### src/logic/attc_pkg.sv
package attc_pkg;

  // Register offsets
  localparam logic [7:0] ADDR_STATUS = 8'h00;
  localparam logic [7:0] ADDR_RETRIES = 8'h08;
  localparam logic [7:0] ADDR_LINK_ENH = 8'hf4;

  // Link enhancement control fields
  localparam int THR_LSB = 12;
  localparam int MPEG_BIT = 10;
  localparam int DV_BIT = 8;
  localparam int PRIO_BIT = 7;
  localparam logic [31:0] LINK_ENH_RESET = 32'h0000_1000;
  localparam logic [1:0] THR_RESET = 2'h1;

  // Status fields
  localparam int ST_UNDERRUN = 0;
  localparam int ST_RETRY = 1;
  localparam int ST_SENDING = 2;
  localparam int ST_SF = 3;
  localparam int ST_COMPLETE = 4;

  // Retries register
  localparam int RETRIES_W = 12;
  localparam logic [RETRIES_W-1:0] RETRIES_RESET = 12'h000;

  // Threshold select encodings and fill levels in bytes
  localparam logic [1:0] THR_SEL_SF = 2'h0;
  localparam logic [1:0] THR_SEL_1K7 = 2'h1;
  localparam logic [1:0] THR_SEL_1K = 2'h2;
  localparam int LEVEL_W = 12;
  localparam logic [LEVEL_W-1:0] THR_2K = 12'h800;
  localparam logic [LEVEL_W-1:0] THR_1K7 = 12'h6cc;
  localparam logic [LEVEL_W-1:0] THR_1K = 12'h400;
  localparam logic [LEVEL_W-1:0] THR_512 = 12'h200;

  // Stream format codes
  localparam int FMT_W = 6;
  localparam logic [FMT_W-1:0] FMT_MPEG = 6'h20;
  localparam logic [FMT_W-1:0] FMT_DV = 6'h00;

  // Count of end-of-packet markers held in the FIFO
  localparam int EOP_CNT_W = 6;

  typedef enum logic [3:0] {
    S_IDLE = 4'h1,
    S_WAIT = 4'h2,
    S_SEND = 4'h4,
    S_RESEND = 4'h8
  } attc_state_t;

endpackage : attc_pkg

### src/logic/attc_pkt_if.sv
`timescale 1ns/1ps
interface attc_pkt_if;
  logic eop_wr;
  logic pkt_done;
  logic complete_avail;

  modport counter (
    input eop_wr,
    input pkt_done,
    output complete_avail
  );

  modport ctrl (
    output eop_wr,
    output pkt_done,
    input complete_avail
  );
endinterface : attc_pkt_if

### src/logic/attc_eop_count.sv
`timescale 1ns/1ps
module attc_eop_count (
  // Clock and reset
  input wire logic mclk,
  input wire logic rst_n,
  // Packet markers
  attc_pkt_if.counter pkt
);

  typedef struct packed {
    logic [attc_pkg::EOP_CNT_W-1:0] cnt;
  } attc_cnt_st_t;

  attc_cnt_st_t st_r;
  attc_cnt_st_t st_nxt;

  always_comb begin
    st_nxt = st_r;
    // Marker written and packet retired in one cycle cancel out
    if (pkt.eop_wr && !pkt.pkt_done) begin
      st_nxt.cnt = st_r.cnt + 1'b1;
    end else if (!pkt.eop_wr && pkt.pkt_done && st_r.cnt != '0) begin
      st_nxt.cnt = st_r.cnt - 1'b1;
    end
  end

  always_ff @(posedge mclk or negedge rst_n) begin
    if (!rst_n) begin
      st_r <= '0;
    end else begin
      st_r <= st_nxt;
    end
  end

  assign pkt.complete_avail = (st_r.cnt != '0);

endmodule : attc_eop_count

### src/logic/attc_stamp_sel.sv
`timescale 1ns/1ps
module attc_stamp_sel (
  // Clock and reset
  input wire logic mclk,
  input wire logic rst_n,
  // Stream and enables
  input wire logic [attc_pkg::FMT_W-1:0] stream_format_code,
  input wire logic mpeg_stamp_fix_en,
  input wire logic dv_stamp_fix_en,
  // Result
  output logic stamp_fix_apply
);

  typedef struct packed {
    logic apply;
  } attc_stamp_st_t;

  attc_stamp_st_t st_r;
  attc_stamp_st_t st_nxt;

  always_comb begin
    st_nxt.apply =
      (mpeg_stamp_fix_en &&
       stream_format_code == attc_pkg::FMT_MPEG) ||
      (dv_stamp_fix_en &&
       stream_format_code == attc_pkg::FMT_DV);
  end

  always_ff @(posedge mclk or negedge rst_n) begin
    if (!rst_n) begin
      st_r <= '0;
    end else begin
      st_r <= st_nxt;
    end
  end

  assign stamp_fix_apply = st_r.apply;

endmodule : attc_stamp_sel

### src/logic/attc_ctrl.sv
// Chosen here: the placing of the registers and the plain strobed port.
`timescale 1ns/1ps
module attc_ctrl (
  // Clock and resets
  input wire logic mclk,
  input wire logic nrst,
  input wire logic global_reset_pin_n,
  // Register port
  input wire logic [7:0] reg_addr,
  input wire logic [31:0] reg_wdata,
  input wire logic reg_wr,
  input wire logic reg_rd,
  output logic [31:0] reg_rdata,
  // FIFO fill side
  input wire logic [attc_pkg::LEVEL_W-1:0] fifo_level,
  input wire logic fifo_empty,
  input wire logic fifo_eop_wr,
  // Physical layer side
  output logic tx_start,
  output logic tx_abort,
  output logic tx_sending,
  input wire logic tx_done,
  input wire logic tx_retry,
  output logic priority_req_en,
  // Isochronous stamp fix
  input wire logic [attc_pkg::FMT_W-1:0] stream_format_code,
  output logic mpeg_stamp_fix_en,
  output logic dv_stamp_fix_en,
  output logic stamp_fix_apply,
  // Status
  output logic sf_active
);

  // Fields kept across warm resets
  typedef struct packed {
    logic [1:0] thr_sel;
    logic mpeg_en;
    logic dv_en;
    logic prio_en;
  } attc_cfg_t;

  typedef struct packed {
    attc_pkg::attc_state_t state;
    logic [attc_pkg::LEVEL_W-1:0] thr_cur;
    logic sf_cur;
    logic underrun_seen;
    logic retry_pend;
    logic [attc_pkg::RETRIES_W-1:0] retries;
    logic start;
    logic abort;
    logic done;
    logic [31:0] rdata;
  } attc_st_t;

  attc_cfg_t cfg_r;
  attc_cfg_t cfg_nxt;
  attc_st_t st_r;
  attc_st_t st_nxt;

  logic warm_rst_n;
  logic wr_enh;
  logic wr_ret;
  logic wr_stat;
  logic sf_force;
  logic start_ok;
  logic underrun;
  logic [attc_pkg::LEVEL_W-1:0] thr_sel_bytes;
  logic [31:0] enh_view;
  logic [31:0] stat_view;

  attc_pkt_if pkt ();

  // Global reset also clears everything a warm reset clears
  assign warm_rst_n = nrst & global_reset_pin_n;

  attc_eop_count u_eop_count (
    .mclk(mclk),
    .rst_n(warm_rst_n),
    .pkt(pkt.counter)
  );

  attc_stamp_sel u_stamp_sel (
    .mclk(mclk),
    .rst_n(warm_rst_n),
    .stream_format_code(stream_format_code),
    .mpeg_stamp_fix_en(cfg_r.mpeg_en),
    .dv_stamp_fix_en(cfg_r.dv_en),
    .stamp_fix_apply(stamp_fix_apply)
  );

  assign pkt.eop_wr = fifo_eop_wr;
  assign pkt.pkt_done = st_r.done;

  assign wr_enh = reg_wr && reg_addr == attc_pkg::ADDR_LINK_ENH;
  assign wr_ret = reg_wr && reg_addr == attc_pkg::ADDR_RETRIES;
  assign wr_stat = reg_wr && reg_addr == attc_pkg::ADDR_STATUS;

  // Fill level for the programmed select
  always_comb begin
    case (cfg_r.thr_sel)
      attc_pkg::THR_SEL_SF: thr_sel_bytes = attc_pkg::THR_2K;
      attc_pkg::THR_SEL_1K7: thr_sel_bytes = attc_pkg::THR_1K7;
      attc_pkg::THR_SEL_1K: thr_sel_bytes = attc_pkg::THR_1K;
      default: thr_sel_bytes = attc_pkg::THR_512;
    endcase
  end

  // Store-and-forward whenever anything calls for it
  assign sf_force = cfg_r.thr_sel == attc_pkg::THR_SEL_SF ||
                    st_r.underrun_seen ||
                    st_r.retries == '0;

  // Cut-through: level reached or whole packet in; otherwise marker only
  assign start_ok = pkt.complete_avail ||
                    (!st_r.sf_cur && fifo_level >= st_r.thr_cur);

  // FIFO ran dry mid-packet with the marker not yet written
  assign underrun = fifo_empty && !pkt.complete_avail;

  assign enh_view = {
    18'h0,
    cfg_r.thr_sel,
    1'b0,
    cfg_r.mpeg_en,
    1'b0,
    cfg_r.dv_en,
    cfg_r.prio_en,
    7'h0
  };

  assign stat_view = {
    27'h0,
    pkt.complete_avail,
    st_r.sf_cur,
    st_r.state == attc_pkg::S_SEND,
    st_r.retry_pend,
    st_r.underrun_seen
  };

  always_comb begin
    cfg_nxt = cfg_r;
    if (wr_enh) begin
      // Reserved positions have no storage
      cfg_nxt.thr_sel = reg_wdata[attc_pkg::THR_LSB+:2];
      cfg_nxt.mpeg_en = reg_wdata[attc_pkg::MPEG_BIT];
      cfg_nxt.dv_en = reg_wdata[attc_pkg::DV_BIT];
      cfg_nxt.prio_en = reg_wdata[attc_pkg::PRIO_BIT];
    end
  end

  always_comb begin
    st_nxt = st_r;
    st_nxt.start = 1'b0;
    st_nxt.abort = 1'b0;
    st_nxt.done = 1'b0;
    st_nxt.rdata = 32'h0000_0000;

    if (wr_ret) begin
      st_nxt.retries = reg_wdata[attc_pkg::RETRIES_W-1:0];
    end
    // Write one to clear; a new underrun in the same cycle wins
    if (wr_stat && reg_wdata[attc_pkg::ST_UNDERRUN]) begin
      st_nxt.underrun_seen = 1'b0;
    end

    case (st_r.state)
      attc_pkg::S_IDLE: begin
        // Marker of the packet just retired is still counted this cycle
        if ((!fifo_empty || pkt.complete_avail) && !st_r.done) begin
          // Select latched once per packet
          st_nxt.thr_cur = sf_force ? attc_pkg::THR_2K
                                    : thr_sel_bytes;
          st_nxt.sf_cur = sf_force;
          st_nxt.state = attc_pkg::S_WAIT;
        end
      end
      attc_pkg::S_WAIT: begin
        if (start_ok) begin
          st_nxt.start = 1'b1;
          st_nxt.state = attc_pkg::S_SEND;
        end
      end
      attc_pkg::S_SEND: begin
        if (tx_done) begin
          st_nxt.done = 1'b1;
          st_nxt.retry_pend = 1'b0;
          st_nxt.state = attc_pkg::S_IDLE;
        end else if (tx_retry) begin
          st_nxt.retry_pend = 1'b1;
          st_nxt.sf_cur = 1'b1;
          st_nxt.thr_cur = attc_pkg::THR_2K;
          st_nxt.state = attc_pkg::S_RESEND;
        end else if (underrun) begin
          st_nxt.abort = 1'b1;
          st_nxt.underrun_seen = 1'b1;
          st_nxt.retry_pend = 1'b1;
          st_nxt.sf_cur = 1'b1;
          st_nxt.thr_cur = attc_pkg::THR_2K;
          st_nxt.state = attc_pkg::S_RESEND;
        end
      end
      attc_pkg::S_RESEND: begin
        // Resend only with the whole packet buffered
        if (pkt.complete_avail) begin
          st_nxt.start = 1'b1;
          st_nxt.state = attc_pkg::S_SEND;
        end
      end
      default: begin
        st_nxt.state = attc_pkg::S_IDLE;
      end
    endcase

    if (reg_rd) begin
      case (reg_addr)
        attc_pkg::ADDR_LINK_ENH: st_nxt.rdata = enh_view;
        attc_pkg::ADDR_RETRIES:
          st_nxt.rdata = {20'h0, st_r.retries};
        attc_pkg::ADDR_STATUS: st_nxt.rdata = stat_view;
        default: st_nxt.rdata = 32'h0000_0000;
      endcase
    end
  end

  // Only the global reset touches these
  always_ff @(posedge mclk or negedge global_reset_pin_n) begin
    if (!global_reset_pin_n) begin
      cfg_r.thr_sel <= attc_pkg::THR_RESET;
      cfg_r.mpeg_en <= 1'b0;
      cfg_r.dv_en <= 1'b0;
      cfg_r.prio_en <= 1'b0;
    end else begin
      cfg_r <= cfg_nxt;
    end
  end

  always_ff @(posedge mclk or negedge warm_rst_n) begin
    if (!warm_rst_n) begin
      st_r.state <= attc_pkg::S_IDLE;
      st_r.thr_cur <= attc_pkg::THR_2K;
      st_r.sf_cur <= 1'b1;
      st_r.underrun_seen <= 1'b0;
      st_r.retry_pend <= 1'b0;
      st_r.retries <= attc_pkg::RETRIES_RESET;
      st_r.start <= 1'b0;
      st_r.abort <= 1'b0;
      st_r.done <= 1'b0;
      st_r.rdata <= 32'h0000_0000;
    end else begin
      st_r <= st_nxt;
    end
  end

  assign reg_rdata = st_r.rdata;
  assign tx_start = st_r.start;
  assign tx_abort = st_r.abort;
  assign tx_sending = st_r.state == attc_pkg::S_SEND;
  assign sf_active = st_r.sf_cur;
  assign priority_req_en = cfg_r.prio_en;
  assign mpeg_stamp_fix_en = cfg_r.mpeg_en;
  assign dv_stamp_fix_en = cfg_r.dv_en;

endmodule : attc_ctrl

### config.mk
export PLATFORM = sky130hd
export DESIGN_NAME = attc_ctrl
export DESIGN_NICKNAME = d
export VERILOG_FILES = /design/src/logic/attc_pkg.sv /design/src/logic/attc_pkt_if.sv /design/src/logic/attc_eop_count.sv /design/src/logic/attc_stamp_sel.sv /design/src/logic/attc_ctrl.sv
export SDC_FILE = /design/constraint.sdc
export NUM_CORES = 1
export LEC_CHECK = 0
export ABC_AREA = 0
export ABC_CLOCK_PERIOD_IN_PS = 3200
export BUFFER_PORTS_ARGS = -buffer_cell sky130_fd_sc_hd__buf_2
export CAP_MARGIN = 20
export CORE_MARGIN = 10
export CORE_UTILIZATION = 53
export CTS_CLUSTER_SIZE = 16
export DETAILED_ROUTE_END_ITERATION = 16
export PLACE_DENSITY = 0.83
export SKIP_LAST_GASP = 1
export SYNTH_ARGS = -nofsm -noshare
export SYNTH_HDL_FRONTEND = slang
export SYNTH_SLANG_ARGS = --single-unit
### constraint.sdc
create_clock -name mclk -period 3.2 [get_ports mclk]
set_input_delay 0.16 -clock mclk [delete_from_list [all_inputs] [get_ports mclk]]
set_output_delay 0.16 -clock mclk [all_outputs]
set_load 0.005 [all_outputs]
# After elaboration in Yosys (flattened, before gate mapping)

Index checks and enable logic that the tools add are counted.

Add/subtract/negate cells: 2
Order comparisons: 1
Equal/unequal tests: 15
Muxes and demuxes: 28
Bitwise gates (word level): 1
Reductions and logical operators: 33

Operator list:

| kind                                                               | number |
|---|---|
| 14-bit one-hot mux with 3 select lines                             | 1 |
| 12-bit one-hot mux with 3 select lines                             | 1 |
| 17-bit 2-to-1 mux                                                  | 2 |
| 14-bit 2-to-1 mux                                                  | 2 |
| 13-bit one-hot mux with 2 select lines                             | 1 |
| 19-bit 2-to-1 mux                                                  | 1 |
| 4-bit one-hot mux with 4 select lines                              | 1 |
| 12-bit >= comparator                                               | 1 |
| 1-bit logical AND                                                  | 12 |
| 12-bit logical NOT                                                 | 1 |
| 12-bit 2-to-1 mux                                                  | 1 |
| 4-bit 2-to-1 mux                                                   | 3 |
| 6-bit 2-to-1 mux                                                   | 2 |
| 1-bit 2-to-1 mux                                                   | 10 |
| 8-bit by 4-bit == test with 1-bit output, second input constant    | 1 |
| 8-bit == test, second input constant                               | 1 |
| 8-bit logical NOT                                                  | 1 |
| 2-bit inequality test, second input constant                       | 4 |
| 4-bit AND reduction                                                | 2 |
| 6-bit by 1-bit adder with 6-bit output, second input constant      | 1 |
| 6-bit == test, second input constant                               | 1 |
| 6-bit logical NOT                                                  | 1 |
| 6-bit nonzero test                                                 | 1 |
| 6-bit by 1-bit subtractor with 6-bit output, second input constant | 1 |
| other kinds (17)                                                   | 27 |

Register bits: 78
Input port bits: 67
Output and inout bits: 40
Word-level logic and storage cells: 96

# Logic depth before layout (Yosys ltp)

Depth in word-level cells: 8
Depth in mapped cells: 7

# By module

Synthesis repeated with hierarchy kept, for this count alone.

Cell total of the unflattened synthesis: 256
Area, all modules: 2931.6 um2

Modules (own cells, without submodules):

| module         | times used | cells an instance | area each (um2) | sequential area each (um2) |
|---|---|---|---|---|
| attc_ctrl      | 1          | 212               | 2439.8          | 1131.1 |
| attc_eop_count | 1          | 40                | 439.2           | 150.1 |
| attc_stamp_sel | 1          | 4                 | 52.6            | 25.0 |

# Least setup slack after synthesis

Ideal clock, no wire load.

Path kind: register to register
Start point: reg st_r (netlist bit pkt.pkt_done)
End point: reg u_eop_count.st_r[4] (netlist name)
Setup time: 125 ps
Arrival: 1914 ps
Required time: 3075 ps
Slack: 1161 ps
Cell stages (with the launch flop): 8
Period minus slack after synthesis: 2039 ps
Cells stage by stage: dfrtp_1 nor2b_1 inv_1 fa_1 a21o_1 a21oi_1 xnor2_1 mux2_2

Longest elaborated chain between the ends: 3

RTL lines:

| what                                                   | RTL line                                   | source |
|---|---|---|
| start, declared                                        | attc_ctrl.sv:57                            | `attc_st_t st_r;` |
| start signal, assigned                                 | attc_ctrl.sv:250                           | `st_r <= st_nxt;` |
| 1-bit logical NOT or 1-bit logical AND (tied branches) | attc_eop_count.sv:20, attc_eop_count.sv:22 |  |
| 1-bit logical AND, on equally long branches            | attc_eop_count.sv:20, attc_eop_count.sv:22 |  |
| 6-bit 2-to-1 mux or 2-bit nonzero test (tied branches) | n/a                                        |  |
| end signal, assigned                                   | attc_eop_count.sv:31                       | `st_r <= st_nxt;` |
| end, declared                                          | attc_eop_count.sv:14                       | `attc_cnt_st_t st_r;` |

Several ways; a longest one is shown, not always the timed one.
A chain may end at the register's enable or synchronous reset.

# Worst setup path in the final report

Start point: reg st_r (netlist bit pkt.pkt_done)
End point: reg u_eop_count.st_r[5] (netlist name)

The elaborated chain is that of the path after synthesis.

==> impl_metrics.yaml <==
timing:
  worst_pin_slew_ns: 0.7280
  final.setup_skew_ns: 0.009250
  finalHoldViolations: 0
  slew_viol_final: 0
  final.setup.tns_ns: 0
  setup_ws_ns: 0.9252
  post-route-period-util_pct: 71.09
  rsz0062_at_grt: "false"
  maxSlewHeadroom_pct: 51.36
  fin_crit_ns: 2.275
  finalSetupViolations: 0
  fmax_mhz: 439.6
grt:
  grt_max_degree: 48
  grt_overflow: 0
  grt_pass1_wl_mm: 9.694
  antenna_found_initial: 0
  grt_usage_pct: 13.51
  grt_pass1_vias: 2080
pwr:
  pwr-share-comb_pct: 33.0
  p_switching_mw: 0.5889
  powerDensity_nw_per_um2: 559.9
  p_int_mw: 1.241
  p_seq_share_pct: 46.3
  leakagePower_nw: 1.690
  switching_share_pct: 32.19
  p_clk_share_pct: 20.7
  peakVddDrop_mv: 0.2585
cells_and_area:
  area.sequential_um2: 1306
  final_area_um2: 3268
  areaGrowthSynthToFinish_pct: 13.27
  drive_gt1_share_pct: 38.10
  multi_input_area_um2: 1350
  fillers: 439
  layout.nets: 396
  n_antenna_cell: 0
  instances_no_fill: 385
synth:
  syn_avg_cell_area_um2: 11.40
  synth_top_area_share_pct: 41.63
  ys_ff_latch: 52
  synth.cell_area_um2: 2885
  synth-async-reset-ratio_pct: 100.0
  yosys.cell_types.count: 52
  synth_ff_type: "dfrtp_1"
  synth_warnings: 0
  ys_seq_area_share_pct: 45.27
  syn_inst: 253
  synth-edff-count: 0
  synthTopCellsByArea: "dfrtp_1, mux2_2, buf_4"
  synth.largest_area_cell: "dfrtp_1"
clocking:
  cts_tree: "built"
  cts_max_level: 2
  clockRootBuffer: "clkbuf_8"
  clock_path_buffers: 2
  cts_made_buffers: 5
  cts.sinks: 52
  cts_resized: 0
  insertion_delay_ns: 0.30
  cts.clk_slew.worst_paths_ns: 0.09
route:
  firstDrtPassIters: 4
  antenna_left: 0
  drt_iter0_drc: 76
  met2_wirelength_mm: 3.152
  routed_wl_mm: 6.205
  vias_per_cell: 5.351
  route.vias.total: 2060
  top_layer: "met4"
  wl_per_cell_um: 16.12
  drc_errors: 0
  met3_length_um: 438
  met1_length_mm: 2.516
floorplan:
  coreArea_um2: 5205
  fp.dieH_um: 93.78
  initial_core_util_pct: 55.43
  chipWidth_um: 93.78
  io_pins: 107
  num_rows: 26
  die_area_um2: 8795
worst_setup_path:
  cp.depth: 7
  cpMaxStageDelayCell: "dfrtp_1"
  required_ns: 3.42
  critPathBufInv: 1
  arrival_ns: 2.49
  reg2reg_slack_ns: 0.93
  worst-r2r-cell-count: 7
  crit_family: "compound AO/OA/AOI/OAI gates"
  startpoint_type: "register"
  slowest_delay_ns: 0.41
  crit_fanout: 5
  path_cells: "nor2b_1 > inv_1 > ha_1 > a211oi_1 > o211ai_1 > nor2b_1 > o211ai_1"
  cp-end-kind: "register"
  path_class: "register to register"
min_path:
  hold_class: "input port to register"
  hold_depth: 2
place:
  dp_slack_ns: 0.9561
  post_dp_cell_area_um2: 3126
  port_buffers: 68
  gp_congestion: 0.7961
  post-place-cells: 373
  place_hpwl_mm: 4.910
status:
  status: "completed"
flow_run:
  drv_cap: 0
==> area by class of cell <==
type | count | share of cell area (%)
sequential | 52 | 39.97
inverter | 11 | 1.263
clock buffer | 6 | 2.527
tap | 70 | 2.680
multi-input combinational | 172 | 41.31
timing repair buffer | 72 | 11.94
clock inverter | 2 | 0.3063
==> worst paths after layout <==
| kind | startpoint | to |
|---|---|---|
| max reg2reg | pkt.pkt_done$_DFF_PN0_ | u_eop_count.st_r[5]$_DFFE_PN0P_ |
| min in group asynchronous | global_reset_pin_n | mpeg_stamp_fix_en$_DFFE_PN0P_ |
| min reg2reg | st_r[47]$_DFFE_PN0P_ | st_r[47]$_DFFE_PN0P_ |
| max in group asynchronous | global_reset_pin_n | st_r[61]$_DFFE_PN1P_ |
| min | tx_retry | tx_abort$_DFF_PN0_ |
| max | pkt.pkt_done$_DFF_PN0_ | u_eop_count.st_r[5]$_DFFE_PN0P_ |
==> sequential cells by signal, indices dropped and copies added (netlist names) <==
register                     flops
pkt.pkt_done                     1
tx_abort                         1
u_eop_count.st_r                 6
u_stamp_sel.stamp_fix_apply      1
dv_stamp_fix_en                  1
st_r                            22
sf_active                        1
priority_req_en                  1
cfg_r                            2
mpeg_stamp_fix_en                1
reg_rdata                       14
tx_start                         1
==> power groups by stage <==
stage / clock (mW) / combinational (mW) / sequential, mW
global placement: 0 / 0.579 / 0.853
floorplan: 0 / 0.492 / 0.835
global route: 0.416 / 0.680 / 0.863
finish: 0.379 / 0.604 / 0.847
detailed placement: 0 / 0.600 / 0.859
CTS: 0.387 / 0.605 / 0.846
==> cells in the mapped netlist (all sizes together) (5+ instances only) <==
library cell,instances
nor3,6
a21oi,7
nor2b,12
and3,7
a22oi,9
ha,14
dfrtp,48
buf,33
mux2,23
inv,11
o21ai,5
nand3,8
o211ai,6
==> metrics by stage <==
step | utilization [%] | total power, mW | hold slack (ns)
2_1_floorplan | - | 1.327 | -0.1356
3_3_place_gp | 60.05 | 1.432 | -0.01768
3_5_place_dp | 60.05 | 1.459 | -0.01239
4_1_cts | 62.21 | 1.838 | 0.05521
5_1_grt | 62.79 | 1.960 | 0.05403
6_report | 62.79 | 1.830 | 0.05513
==> cell families after synthesis <==
kind of cell             after synthesis  share of synthesized area [%]
multiplexers                          27                          10.36
other                                  1                         0.1300
buffers and inverters                 46                          10.19
XOR/XNOR                               3                         0.9108
adder cells (fa/ha/maj)               15                          6.765
AO/OA/AOI/OAI                         42                          11.06
AND/OR/NAND/NOR                       67                          15.31
flip-flops                            52                          45.27
==> per-layer routing <==
metal  vias to the layer above  GRT usage (%)
met1                       994          16.06
met4                         0          3.797
li1                        985              -
met5                         -              0
met3                        10          4.237
met2                        71          22.87
==> cells in the final DEF, fill, tap and decap left out, types with 4 or more instances in the layout <==
master,Yosys,final
nor3_1,5,5
a21oi_1,6,6
mux2i_1,4,4
nor2b_1,12,12
nor2_1,4,4
clkbuf_8,0,6
nor4_1,4,4
o211ai_1,6,6
mux2_2,23,23
dfstp_2,4,4
nand2_1,4,4
inv_1,11,11
nand3_1,8,8
dfrtp_1,48,48
conb_1,1,18
and3_1,7,7
ha_1,14,14
o21ai_0,5,5
buf_2,1,68
a22oi_1,8,8
==> what timing repair did <==
item	CTS	global route
hold buffers	2	1
buffers inserted	0	0
endpoints found under the hold margin	6	4
No activity file was read; power rests on OpenSTA's default activity.
